<file path="src/omc_pkg.sv">
package omc_pkg;

    // ---------------------------------------------------------------
    // timing
    // ---------------------------------------------------------------
    localparam int unsigned CLK_MHZ      = 200;
    localparam int unsigned STAB_TIME_US = 5000;
    localparam int unsigned STAB_CYCLES  = STAB_TIME_US * CLK_MHZ;

    // ---------------------------------------------------------------
    // sizes
    // ---------------------------------------------------------------
    localparam int unsigned WAKE_LINES = 16;
    localparam int unsigned DIV_W      = 4;
    localparam int unsigned WDG_W      = 16;
    localparam int unsigned ADR_W      = 8;

    // ---------------------------------------------------------------
    // register offsets (byte addresses)
    // ---------------------------------------------------------------
    localparam logic [7:0] ADDR_CTRL   = 8'h00;
    localparam logic [7:0] ADDR_STOP   = 8'h04;
    localparam logic [7:0] ADDR_STATUS = 8'h08;
    localparam logic [7:0] ADDR_WDG    = 8'h0C;
    localparam logic [7:0] ADDR_WAKE   = 8'h10;

    // ---------------------------------------------------------------
    // field positions and reset values
    // ---------------------------------------------------------------
    localparam int unsigned CTRL_SLOW_BIT = 0;
    localparam int unsigned CTRL_PLL_BIT  = 1;
    localparam int unsigned CTRL_WDG_BIT  = 2;
    localparam int unsigned CTRL_DIV_LSB  = 8;
    localparam int unsigned STOP_REQ_BIT  = 0;
    localparam int unsigned STAT_BUSY_BIT = 3;
    localparam int unsigned STAT_PLL_BIT  = 4;
    localparam int unsigned STAT_NMI_BIT  = 5;
    localparam logic [31:0] CTRL_RST      = 32'h0000_0102;
    localparam logic [31:0] CTRL_WMASK    = 32'h0000_0F07;

    // ---------------------------------------------------------------
    // types
    // ---------------------------------------------------------------
    typedef enum logic [2:0] {
        OMC_RUN  = 3'b000,
        OMC_WFI  = 3'b001,
        OMC_STOP = 3'b010,
        OMC_STAB = 3'b011,
        OMC_HALT = 3'b100
    } omc_state_t;

    typedef enum logic [1:0] {
        OMC_SEQ_IDLE = 2'b00,
        OMC_SEQ_ONE  = 2'b01,
        OMC_SEQ_ZERO = 2'b10
    } omc_seq_t;

    typedef struct packed {
        logic cpu;
        logic per;
    } omc_clk_en_t;

endpackage

</file>
<file path="src/omc_clk_div.sv">
`timescale 1ns/1ps
module omc_clk_div #(
    parameter int unsigned W = 4
) (
    // clock and reset
    input  wire logic         clk_i,
    input  wire logic         rst_i,
    // control
    input  wire logic         slow_i,
    input  wire logic [W-1:0] ratio_i,
    // enable pulse
    output logic              tick_o
);

    logic [W-1:0] cnt_ff;
    logic [W-1:0] nxt_cnt;
    logic         tick_ff;
    logic         nxt_tick;

    // ---------------------------------------------------------------
    // divide by ratio+1 in slow clocking, full rate otherwise
    // ---------------------------------------------------------------
    always_comb begin
        nxt_tick = !slow_i || (cnt_ff == ratio_i);
        nxt_cnt  = nxt_tick ? '0 : cnt_ff + W'(1);
    end

    always_ff @(posedge clk_i) begin
        if (rst_i) begin
            cnt_ff  <= '0;
            tick_ff <= 1'b0;
        end else begin
            cnt_ff  <= nxt_cnt;
            tick_ff <= nxt_tick;
        end
    end

    assign tick_o = tick_ff;

endmodule

</file>
<file path="src/omc_stab_cnt.sv">
`timescale 1ns/1ps
module omc_stab_cnt #(
    parameter int unsigned CYCLES = omc_pkg::STAB_CYCLES
) (
    // clock and reset
    input  wire logic clk_i,
    input  wire logic rst_i,
    // control
    input  wire logic start_i,
    input  wire logic osc_ok_i,
    // status
    output logic      busy_o,
    output logic      done_o
);

    localparam int unsigned CW = $clog2(CYCLES + 1);

    logic          busy_ff;
    logic          run_ff;
    logic          done_ff;
    logic [CW-1:0] cnt_ff;
    logic          nxt_busy;
    logic          nxt_run;
    logic          nxt_done;
    logic [CW-1:0] nxt_cnt;

    // ---------------------------------------------------------------
    // count only once the oscillator is seen running
    // ---------------------------------------------------------------
    always_comb begin
        nxt_busy = busy_ff;
        nxt_run  = run_ff;
        nxt_done = 1'b0;
        nxt_cnt  = cnt_ff;
        if (start_i) begin
            nxt_busy = 1'b1;
            nxt_run  = 1'b0;
            nxt_cnt  = '0;
        end else if (busy_ff) begin
            if (!run_ff) begin
                nxt_run = osc_ok_i;
            end else if (cnt_ff == CW'(CYCLES - 1)) begin
                nxt_busy = 1'b0;
                nxt_run  = 1'b0;
                nxt_done = 1'b1;
            end else begin
                nxt_cnt = cnt_ff + CW'(1);
            end
        end
    end

    always_ff @(posedge clk_i) begin
        if (rst_i) begin
            busy_ff <= 1'b0;
            run_ff  <= 1'b0;
            done_ff <= 1'b0;
            cnt_ff  <= '0;
        end else begin
            busy_ff <= nxt_busy;
            run_ff  <= nxt_run;
            done_ff <= nxt_done;
            cnt_ff  <= nxt_cnt;
        end
    end

    assign busy_o = busy_ff;
    assign done_o = done_ff;

endmodule

</file>
<file path="src/omc_top.sv">
// Functional notes
// run mode clocks everything at PLL rate
// slow mode clocks through prescaler divider
// wait state suspends until interrupt acknowledged
// wait state stops CPU, peripherals keep clocking
// low-power wait uses slow rate while waiting
// stop needs write sequence with NMI low
// any wake-up line or NMI ends stop
// state kept in stop, no reset on exit
// watchdog count frozen during stop
// stabilisation count after oscillator restarts
// PLL deselected on stop exit, software reselects
// halt without watchdog stops all clocks
// only system reset leaves halt
// halt with watchdog enabled is ignored
`timescale 1ns/1ps
module omc_top #(
    parameter int unsigned STAB_CYCLES = omc_pkg::STAB_CYCLES,
    parameter int unsigned WAKE_LINES  = omc_pkg::WAKE_LINES,
    parameter int unsigned WDG_W       = omc_pkg::WDG_W
) (
    // clock and reset
    input  wire logic                      clk_i,
    input  wire logic                      rst_i,
    // wishbone slave
    input  wire logic                      wb_cyc_i,
    input  wire logic                      wb_stb_i,
    input  wire logic                      wb_we_i,
    input  wire logic [omc_pkg::ADR_W-1:0] wb_adr_i,
    input  wire logic [3:0]                wb_sel_i,
    input  wire logic [31:0]               wb_dat_i,
    output logic [31:0]                    wb_dat_o,
    output logic                           wb_ack_o,
    // cpu events
    input  wire logic                      wfi_exec_i,
    input  wire logic                      halt_exec_i,
    input  wire logic                      irq_ack_i,
    // wake sources and oscillator
    input  wire logic                      nmi_i,
    input  wire logic [WAKE_LINES-1:0]     wakeup_line_i,
    input  wire logic                      osc_running_i,
    // clock control
    output omc_pkg::omc_clk_en_t           clk_en_o,
    output logic                           osc_stop_o,
    output logic                           pll_sel_o
);

    localparam int unsigned DW = omc_pkg::DIV_W;

    // ---------------------------------------------------------------
    // declarations
    // ---------------------------------------------------------------
    omc_pkg::omc_state_t   state_ff;
    omc_pkg::omc_state_t   nxt_state;
    omc_pkg::omc_seq_t     seq_ff;
    omc_pkg::omc_seq_t     nxt_seq;
    omc_pkg::omc_clk_en_t  clk_en_ff;
    omc_pkg::omc_clk_en_t  nxt_clk_en;
    logic [31:0]           ctrl_ff;
    logic [31:0]           nxt_ctrl;
    logic [WAKE_LINES-1:0] wake_ff;
    logic [WAKE_LINES-1:0] nxt_wake;
    logic [WDG_W-1:0]      wdg_ff;
    logic [WDG_W-1:0]      nxt_wdg;
    logic [31:0]           rdat_ff;
    logic [31:0]           nxt_rdat;
    logic                  ack_ff;
    logic                  nxt_ack;
    logic                  osc_stop_ff;
    logic                  nxt_osc_stop;
    logic                  pll_sel_ff;
    logic                  nxt_pll_sel;
    logic                  req;
    logic                  wr;
    logic [31:0]           wmask;
    logic                  stop_go;
    logic                  stop_exit;
    logic                  tick;
    logic                  stab_busy;
    logic                  stab_done;

    // ---------------------------------------------------------------
    // helpers
    // ---------------------------------------------------------------
    function automatic logic hit(input logic [omc_pkg::ADR_W-1:0] adr,
                                 input logic [7:0] off);
        hit = (adr == off);
    endfunction

    function automatic logic [31:0] lanes(input logic [3:0] sel);
        lanes = {{8{sel[3]}}, {8{sel[2]}}, {8{sel[1]}}, {8{sel[0]}}};
    endfunction

    // ---------------------------------------------------------------
    // prescaler and stabilisation counter
    // ---------------------------------------------------------------
    omc_clk_div #(
        .W (DW)
    ) u_div (
        .clk_i   (clk_i),
        .rst_i   (rst_i),
        .slow_i  (ctrl_ff[omc_pkg::CTRL_SLOW_BIT]),
        .ratio_i (ctrl_ff[omc_pkg::CTRL_DIV_LSB +: DW]),
        .tick_o  (tick)
    );

    omc_stab_cnt #(
        .CYCLES (STAB_CYCLES)
    ) u_stab (
        .clk_i    (clk_i),
        .rst_i    (rst_i),
        .start_i  (stop_exit),
        .osc_ok_i (osc_running_i),
        .busy_o   (stab_busy),
        .done_o   (stab_done)
    );

    // ---------------------------------------------------------------
    // bus decode
    // ---------------------------------------------------------------
    assign req   = wb_cyc_i && wb_stb_i && !ack_ff;
    assign wr    = req && wb_we_i;
    assign wmask = lanes(wb_sel_i);

    // ---------------------------------------------------------------
    // stop write sequence: 1, 0, 1 on the stop bit
    // ---------------------------------------------------------------
    always_comb begin
        nxt_seq = seq_ff;
        stop_go = 1'b0;
        if (wr && hit(wb_adr_i, omc_pkg::ADDR_STOP) && wb_sel_i[0]) begin
            case (seq_ff)
                omc_pkg::OMC_SEQ_IDLE: begin
                    nxt_seq = wb_dat_i[omc_pkg::STOP_REQ_BIT] ? omc_pkg::OMC_SEQ_ONE : omc_pkg::OMC_SEQ_IDLE;
                end
                omc_pkg::OMC_SEQ_ONE: begin
                    nxt_seq = wb_dat_i[omc_pkg::STOP_REQ_BIT] ? omc_pkg::OMC_SEQ_ONE : omc_pkg::OMC_SEQ_ZERO;
                end
                omc_pkg::OMC_SEQ_ZERO: begin
                    nxt_seq = omc_pkg::OMC_SEQ_IDLE;
                    stop_go = wb_dat_i[omc_pkg::STOP_REQ_BIT] && !nmi_i;
                end
                default: begin
                    nxt_seq = omc_pkg::OMC_SEQ_IDLE;
                end
            endcase
        end
    end

    // ---------------------------------------------------------------
    // registers
    // ---------------------------------------------------------------
    always_comb begin
        nxt_ctrl = ctrl_ff;
        if (wr && hit(wb_adr_i, omc_pkg::ADDR_CTRL)) begin
            nxt_ctrl = (ctrl_ff & ~(wmask & omc_pkg::CTRL_WMASK)) |
                       (wb_dat_i & wmask & omc_pkg::CTRL_WMASK);
        end
        if (stop_exit) begin
            nxt_ctrl[omc_pkg::CTRL_PLL_BIT] = 1'b0;
        end

        // sticky wake sources, set wins over clear
        nxt_wake = wake_ff;
        if (wr && hit(wb_adr_i, omc_pkg::ADDR_WAKE)) begin
            nxt_wake = wake_ff & ~(wb_dat_i[WAKE_LINES-1:0] & wmask[WAKE_LINES-1:0]);
        end
        if (state_ff == omc_pkg::OMC_STOP) begin
            nxt_wake = nxt_wake | wakeup_line_i;
        end

        // watchdog frozen outside running states
        nxt_wdg = wdg_ff;
        if (ctrl_ff[omc_pkg::CTRL_WDG_BIT] && tick &&
            (state_ff == omc_pkg::OMC_RUN || state_ff == omc_pkg::OMC_WFI)) begin
            nxt_wdg = wdg_ff + WDG_W'(1);
        end

        nxt_ack  = req;
        nxt_rdat = rdat_ff;
        if (req && !wb_we_i) begin
            nxt_rdat = 32'h0000_0000;
            if (hit(wb_adr_i, omc_pkg::ADDR_CTRL)) begin
                nxt_rdat = ctrl_ff;
            end else if (hit(wb_adr_i, omc_pkg::ADDR_STOP)) begin
                nxt_rdat[1:0] = seq_ff;
            end else if (hit(wb_adr_i, omc_pkg::ADDR_STATUS)) begin
                nxt_rdat[2:0]                    = state_ff;
                nxt_rdat[omc_pkg::STAT_BUSY_BIT] = stab_busy;
                nxt_rdat[omc_pkg::STAT_PLL_BIT]  = pll_sel_ff;
                nxt_rdat[omc_pkg::STAT_NMI_BIT]  = nmi_i;
            end else if (hit(wb_adr_i, omc_pkg::ADDR_WDG)) begin
                nxt_rdat[WDG_W-1:0] = wdg_ff;
            end else if (hit(wb_adr_i, omc_pkg::ADDR_WAKE)) begin
                nxt_rdat[WAKE_LINES-1:0] = wake_ff;
            end
        end
    end

    always_ff @(posedge clk_i) begin
        if (rst_i) begin
            ctrl_ff <= omc_pkg::CTRL_RST;
            seq_ff  <= omc_pkg::OMC_SEQ_IDLE;
            wake_ff <= '0;
            wdg_ff  <= '0;
            ack_ff  <= 1'b0;
            rdat_ff <= 32'h0000_0000;
        end else begin
            ctrl_ff <= nxt_ctrl;
            seq_ff  <= nxt_seq;
            wake_ff <= nxt_wake;
            wdg_ff  <= nxt_wdg;
            ack_ff  <= nxt_ack;
            rdat_ff <= nxt_rdat;
        end
    end

    // ---------------------------------------------------------------
    // operating mode state machine
    // ---------------------------------------------------------------
    always_comb begin
        nxt_state = state_ff;
        stop_exit = 1'b0;
        case (state_ff)
            omc_pkg::OMC_RUN: begin
                if (stop_go) begin
                    nxt_state = omc_pkg::OMC_STOP;
                end else if (halt_exec_i && !ctrl_ff[omc_pkg::CTRL_WDG_BIT]) begin
                    nxt_state = omc_pkg::OMC_HALT;
                end else if (wfi_exec_i) begin
                    nxt_state = omc_pkg::OMC_WFI;
                end
            end
            omc_pkg::OMC_WFI: begin
                if (irq_ack_i) begin
                    nxt_state = omc_pkg::OMC_RUN;
                end
            end
            omc_pkg::OMC_STOP: begin
                if ((|wakeup_line_i) || nmi_i) begin
                    nxt_state = omc_pkg::OMC_STAB;
                    stop_exit = 1'b1;
                end
            end
            omc_pkg::OMC_STAB: begin
                if (stab_done) begin
                    nxt_state = omc_pkg::OMC_RUN;
                end
            end
            omc_pkg::OMC_HALT: begin
                nxt_state = omc_pkg::OMC_HALT;
            end
            default: begin
                nxt_state = omc_pkg::OMC_RUN;
            end
        endcase
    end

    always_ff @(posedge clk_i) begin
        if (rst_i) begin
            state_ff <= omc_pkg::OMC_RUN;
        end else begin
            state_ff <= nxt_state;
        end
    end

    // ---------------------------------------------------------------
    // clock gating outputs
    // ---------------------------------------------------------------
    always_comb begin
        nxt_clk_en   = '0;
        nxt_osc_stop = 1'b0;
        nxt_pll_sel  = 1'b0;
        case (nxt_state)
            omc_pkg::OMC_RUN: begin
                nxt_clk_en.cpu = tick;
                nxt_clk_en.per = tick;
                nxt_pll_sel    = nxt_ctrl[omc_pkg::CTRL_PLL_BIT];
            end
            omc_pkg::OMC_WFI: begin
                nxt_clk_en.per = tick;
                nxt_pll_sel    = nxt_ctrl[omc_pkg::CTRL_PLL_BIT];
            end
            omc_pkg::OMC_STOP: begin
                nxt_osc_stop = 1'b1;
            end
            omc_pkg::OMC_STAB: begin
                nxt_osc_stop = 1'b0;
            end
            omc_pkg::OMC_HALT: begin
                nxt_osc_stop = 1'b1;
            end
            default: begin
                nxt_osc_stop = 1'b0;
            end
        endcase
    end

    always_ff @(posedge clk_i) begin
        if (rst_i) begin
            clk_en_ff   <= '0;
            osc_stop_ff <= 1'b0;
            pll_sel_ff  <= 1'b0;
        end else begin
            clk_en_ff   <= nxt_clk_en;
            osc_stop_ff <= nxt_osc_stop;
            pll_sel_ff  <= nxt_pll_sel;
        end
    end

    assign clk_en_o   = clk_en_ff;
    assign osc_stop_o = osc_stop_ff;
    assign pll_sel_o  = pll_sel_ff;
    assign wb_dat_o   = rdat_ff;
    assign wb_ack_o   = ack_ff;

endmodule

</file>
<file path="config.mk">
export PLATFORM = sky130hd
export DESIGN_NAME = omc_top
export DESIGN_NICKNAME = d
export VERILOG_FILES = /design/src/omc_pkg.sv /design/src/omc_clk_div.sv /design/src/omc_stab_cnt.sv /design/src/omc_top.sv
export SDC_FILE = /design/constraint.sdc
export NUM_CORES = 1
export LEC_CHECK = 0
export ABC_AREA = 1
export BUFFER_PORTS_ARGS = -buffer_cell sky130_fd_sc_hd__buf_2
export CORE_MARGIN = 10
export CORE_UTILIZATION = 51
export CTS_BUF_LIST = sky130_fd_sc_hd__clkbuf_4 sky130_fd_sc_hd__clkbuf_8
export CTS_CLUSTER_SIZE = 28
export DETAILED_ROUTE_END_ITERATION = 16
export PLACE_DENSITY = 0.9
export SLEW_MARGIN = 20
export SYNTH_ARGS = -nofsm -noshare
export SYNTH_HDL_FRONTEND = slang
export SYNTH_SLANG_ARGS = --single-unit
</file>
<file path="constraint.sdc">
create_clock -name clk_i -period 1.45 [get_ports clk_i]
set_clock_uncertainty 0.05 [all_clocks]
set_input_delay 0.145 -clock clk_i [delete_from_list [all_inputs] [get_ports clk_i]]
set_output_delay 0.145 -clock clk_i [all_outputs]
set_load 0.01 [all_outputs]
</file>
* Word level (Yosys, flattened, before mapping)
Index checks and enable logic that the tools add are counted.
** Operators by class
- Add/subtract/negate cells :: 3
- $mul :: 0
- Divide/modulo/power cells :: 0
- $lt $le $gt $ge :: 0
- Equality and inequality tests :: 15
- Shift-type cells :: 0
- Multiplexer cells :: 33
- Bitwise logic cells :: 13
- Reduce and logical (&&, ||, !) cells :: 33
** Operator list (count)
- 16-bit two-way mux :: 6
- 16-bit bitwise AND :: 2
- 32-bit bitwise AND :: 1
- 12-bit NOT with 32-bit output :: 1
- 32-bit by 12-bit bitwise OR with 32-bit output :: 1
- 20-bit by 1-bit adder with 20-bit output (second input constant) :: 1
- 20-bit equality test (second input constant) :: 1
- 3-bit two-way mux :: 6
- 16-bit by 1-bit adder with 16-bit output (second input constant) :: 1
- 8-bit by 4-bit equality test with 1-bit output (second input constant) :: 2
- 16-bit NOT :: 1
- 16-bit bitwise OR :: 1
- 16-bit OR reduction :: 1
- 3-bit case mux with 5 select lines :: 1
- 14-bit two-way mux :: 1
- 1-bit two-way mux :: 13
- 12-bit bitwise AND :: 1
- 1-bit logical AND :: 12
- 2-bit OR reduction :: 6
- 10-bit two-way mux :: 1
- 3-bit by 2-bit equality test with 1-bit output (second input constant) :: 3
- 8-bit by 3-bit equality test with 1-bit output (second input constant) :: 1
- 8-bit by 5-bit equality test with 1-bit output (second input constant) :: 1
- 8-bit logical NOT :: 1
- other kinds (16) :: 31
** Word-level totals
- Register bits after elaboration :: 134
- Bits in latches :: 0
- RAM bits :: 0
- Memory bits (read-only) :: 0
- Input port bits :: 70
- Output and inout bits :: 37
- Memories kept :: 0

* Logic depth before layout (Yosys ltp)
- Depth after elaboration :: 12
- Mapped depth :: 10

* By module
Synthesis repeated with hierarchy kept, for this count alone.
** Unflattened totals
- Cell total of the unflattened synthesis :: 752
- Area, all modules :: 5182.5 um^2
** Modules (own cells, without submodules)
- omc_top :: instances 1, cells each 498, area each 3409.5 um^2, seq. area each 1301.2 um^2
- omc_stab_cnt :: instances 1, cells each 214, area each 1505.2 um^2, seq. area each 460.4 um^2
- omc_clk_div :: instances 1, cells each 40, area each 267.8 um^2, seq. area each 100.1 um^2

* Worst setup path before layout
Ideal clock, no wire load.
- Path type :: register to register
- From :: register u_stab.cnt_ff[0]
- To :: register u_stab.cnt_ff[16]
- Library setup time :: 120 ps
- Data arrival time :: 1407 ps
- Required time :: 1280 ps
- Slack :: -127 ps
- Stages on the path, launching flop included :: 10
- Period minus slack after synthesis :: 1577 ps
- Cells stage by stage :: dfxtp_1 ha_1 nand3_2 nor2_4 nand3_2 nand2_2 inv_2 buf_2 nand2_1 a21oi_1
** On the way
- Word-level cells in the longest chain between the ends :: 3
- Elaborated cells on any way between the ends :: 4
** Ends and longest elaborated chain
- from (decl) :: RTL line omc_stab_cnt.sv:21 : logic [CW-1:0] cnt_ff;
- from (signal assigned) :: RTL line omc_stab_cnt.sv:62 : cnt_ff <= nxt_cnt;
- branches (longest 3 deep; another with 20-bit by 1-bit adder with 20-bit output)
Several ways; the timed one is not identified.
A chain may end at the register's enable or synchronous reset.

* Final worst setup path
- From :: register u_stab.cnt_ff[3]
- To :: register u_stab.cnt_ff[15]
Same word-level chain as after synthesis.

==> flow_summary.toml <==
[clock_tree]
cts_tree = "built"
numCtsBuffers = 9
clkLatencyLatePin_ns = 0.38
clk_root_buffer_cell = "clkbuf_8"
cts_buffer_depth = 2
clk_pin_slew_ns = 0.10
htree_levels = 3
clock-sinks = 93

[critical_path]
worstRegToRegCells = 7
worstPathMaxFanout = 5
cp-start-kind = "flip-flop"
reg2reg_from = "u_stab.cnt_ff[3]"
r2r-end = "u_stab.cnt_ff[15]"
path_class = "reg -> reg"
r2r_slack_ns = -0.10
endpoint_kind = "flip-flop"
cp_data_arrival_time_ns = 1.82
cp.required_ns = 1.72

[drt]
wl_per_cell_um = 17.4
routed_via_density = 5.73
route.detailed.drc = 0
drtIter0Drc = 765
ant_nets = 0
drtPass1Iterations = 6
vias = 5740
wl_um = 17500

[cells_and_area]
post-route-util_pct = 71.9
finalInstanceArea_um2 = 6680
syn_to_final_growth_pct = 36.3
fin_nets = 941
diodes = 0
drive_above_1_share_pct = 31.8

[place]
hpwl_um = 10100
placed_area_um2 = 5630
gp_congestion = 0.962
numPortBuffers = 72

[floorplanning]
fp.dieH_um = 118
fp.dieW_um = 118
dieArea_um2 = 13900
core_um2 = 9280
io_pins = 107
start_util_pct = 52.8
rows = 35

[yosys]
synth-async-reset-ratio_pct = 0
synth_area_um2 = 4900
synth_flop_cell = "dfxtp_1"
synthDistinctLibCells = 35
synthCells = 729
ys.warnings.count = 0
ys_seq_area_share_pct = 38.0
synth.area.top_cells = "dfxtp_1 38%, nand2_1 17%, a21oi_1 7.8%"
syn_avg_cell_area_um2 = 6.72
synth-seq-cells = 93
synth_edf_count = 0
yosys.area.top_type_share_pct = 38.0
yosys.area.top_type = "dfxtp_1"

[timing]
post-route-period-util_pct = 107
drv_slew = 0
fin_crit_ns = 1.55
fmax_mhz = 643
setup_viol = 30
hold_viol_final = 0
fin_ws_ns = -0.104
rsz0062_at_grt = "yes"
fin_tns_setup_ns = -0.992

[power]
vdd_drop_max_uv = 506
power.leakage_nw = 2.83
p_per_area_nw_per_um2 = 755

[status]
status = "complete, but fails checks"
violations = "negative setup slack"

[global_route]
grt_pass1_wl_um = 24400
antenna_found_initial = 0
grt_start_max_net_pins = 50
grt_pass1_vias = 5221
track_usage_pct = 20.7
grt_overflow = 0

[flow_run]
cap_violations = 0

[worst_hold_path]
min_from = "wakeup_line_i[3]"
hold_path_depth = 3
hold_end = "wake_ff[3]"
holdCritPathClass = "in -> reg"
==> layout by cell type, fill, tap and decap left out, drive strengths merged, types with 7 or more instances in the layout <==
cell type    Yosys  layout
nand2          234     234
buf             27     128
nor2            95      95
dfxtp           93      93
a21oi           76      76
inv             54      57
nand3           53      53
o21ai           27      27
dlygate4sd3      0      17
conb             1      16
xor2            14      14
clkbuf           9      12
xnor2            9       9
nor3             9       9
nand4            7       7
==> power by group <==
| group | leakage [nW] | switching [mW] | internal, mW |
|---|---|---|---|
| logic | 1.95 | 0.268 | 0.176 |
| registers | 0.763 | 0.0149 | 2.57 |
| clock network | 0.111 | 1.00 | 1.01 |
==> cell families after synthesis <==
logic type                 count (synthesis)  share of synthesized area [%]
and+or+nand+nor                          407                           36.4
AOI/OAI and AO/OA                        110                           11.6
DFF                                       93                           38.0
buffers and inverters                     92                           9.09
xor gates and xnor gates                  23                           4.11
adders and majority gates                  3                          0.766
other                                      1                         0.0765
==> layer usage <==
metal  global-route usage (%)  part of all wire (%)
met1                     23.7                    36
met2                     35.0                    49
met3                     5.80                    11
met4                     9.04                   5.0
met5                        0                     0
==> worst max path at each step <==
stage                     startpoint           endpoint  slack [ns]  cells after the start
floorplan           u_stab.cnt_ff[0]  u_stab.cnt_ff[16]       0.005                      9
global placement         wb_adr_i[1]        wb_dat_o[8]      -0.008                      8
detailed placement          wb_ack_o        wb_dat_o[1]       -0.04                      8
CTS                 u_stab.cnt_ff[0]   u_stab.cnt_ff[7]      -0.005                      8
global route        u_stab.cnt_ff[3]  u_stab.cnt_ff[15]       -0.15                      7
finish              u_stab.cnt_ff[3]  u_stab.cnt_ff[15]       -0.10                      7
==> cells in the mapped netlist (2+ instances only) <==
cell and number:
nand2_1 226, dfxtp_1 93, nor2_1 82, a21oi_1 76, nand3_1 49, inv_1 48, o21ai_0 26, buf_4 16
xor2_1 14, clkbuf_1 9, xnor2_1 9, nand2_2 8, buf_2 7, nand4_1 7, nor2_2 7, nor3_1 7
inv_2 6, nor2_4 6, buf_6 4, nand3_2 4, a211oi_1 3, ha_1 3, nand3b_1 3, nor3_4 2
nor3b_1 2, o211ai_1 2, o21a_1 2
==> registers in the layout, indices dropped and copies added, names as in the netlist, 2 cells and up, named ones only <==
signal / cells
seq_ff: 2
clk_en_o: 2
wdg_ff: 16
wake_ff: 16
u_div.cnt_ff: 4
u_stab.cnt_ff: 20
state_ff: 3
wb_dat_o: 16
==> timing repair <==
item | CTS | global route
hold endpoints to repair | 16 | 1
resized for setup | 15 | 127
setup buffers | 6 | 9
endpoints found under the setup margin | 25 | 65
hold buffers | 16 | 1
gates cloned | 1 | 4
pin swaps | 5 | 35
==> metrics by stage <==
step	power, mW	hold slack (ns)	setup WS, ns	cells
2_1_floorplan	2.84	0.208	0.00453	744
3_3_place_gp	2.97	0.324	-0.00765	950
3_5_place_dp	2.98	0.333	-0.0372	950
4_1_cts	4.96	0.00118	-0.00540	989
5_1_grt	5.18	0.0153	-0.148	1002
6_report	5.04	0.0112	-0.104	1002
==> final cells by class <==
class | count | area (µm²)
Timing Repair inverter | 2 | 22.5
Fill cell | 611 | 2610
Clock inverter | 6 | 93.8
Clock buffer | 10 | 131
Sequential cell | 93 | 1890
Tap cell | 129 | 161
Inverter | 56 | 224
Timing Repair Buffer | 147 | 1090
Multi-Input combinational cell | 559 | 3050
==> critical path, stage by stage (launching register included) <==
cell	delay, ns
dfxtp_2	0.41
nand2_1	0.12
nor2_1	0.22
nand2_1	0.14
nor2_2	0.15
xor2_1	0.17
nand2_1	0.09
a21oi_1	0.14
Note: power is estimated with default switching activity, not from simulation.
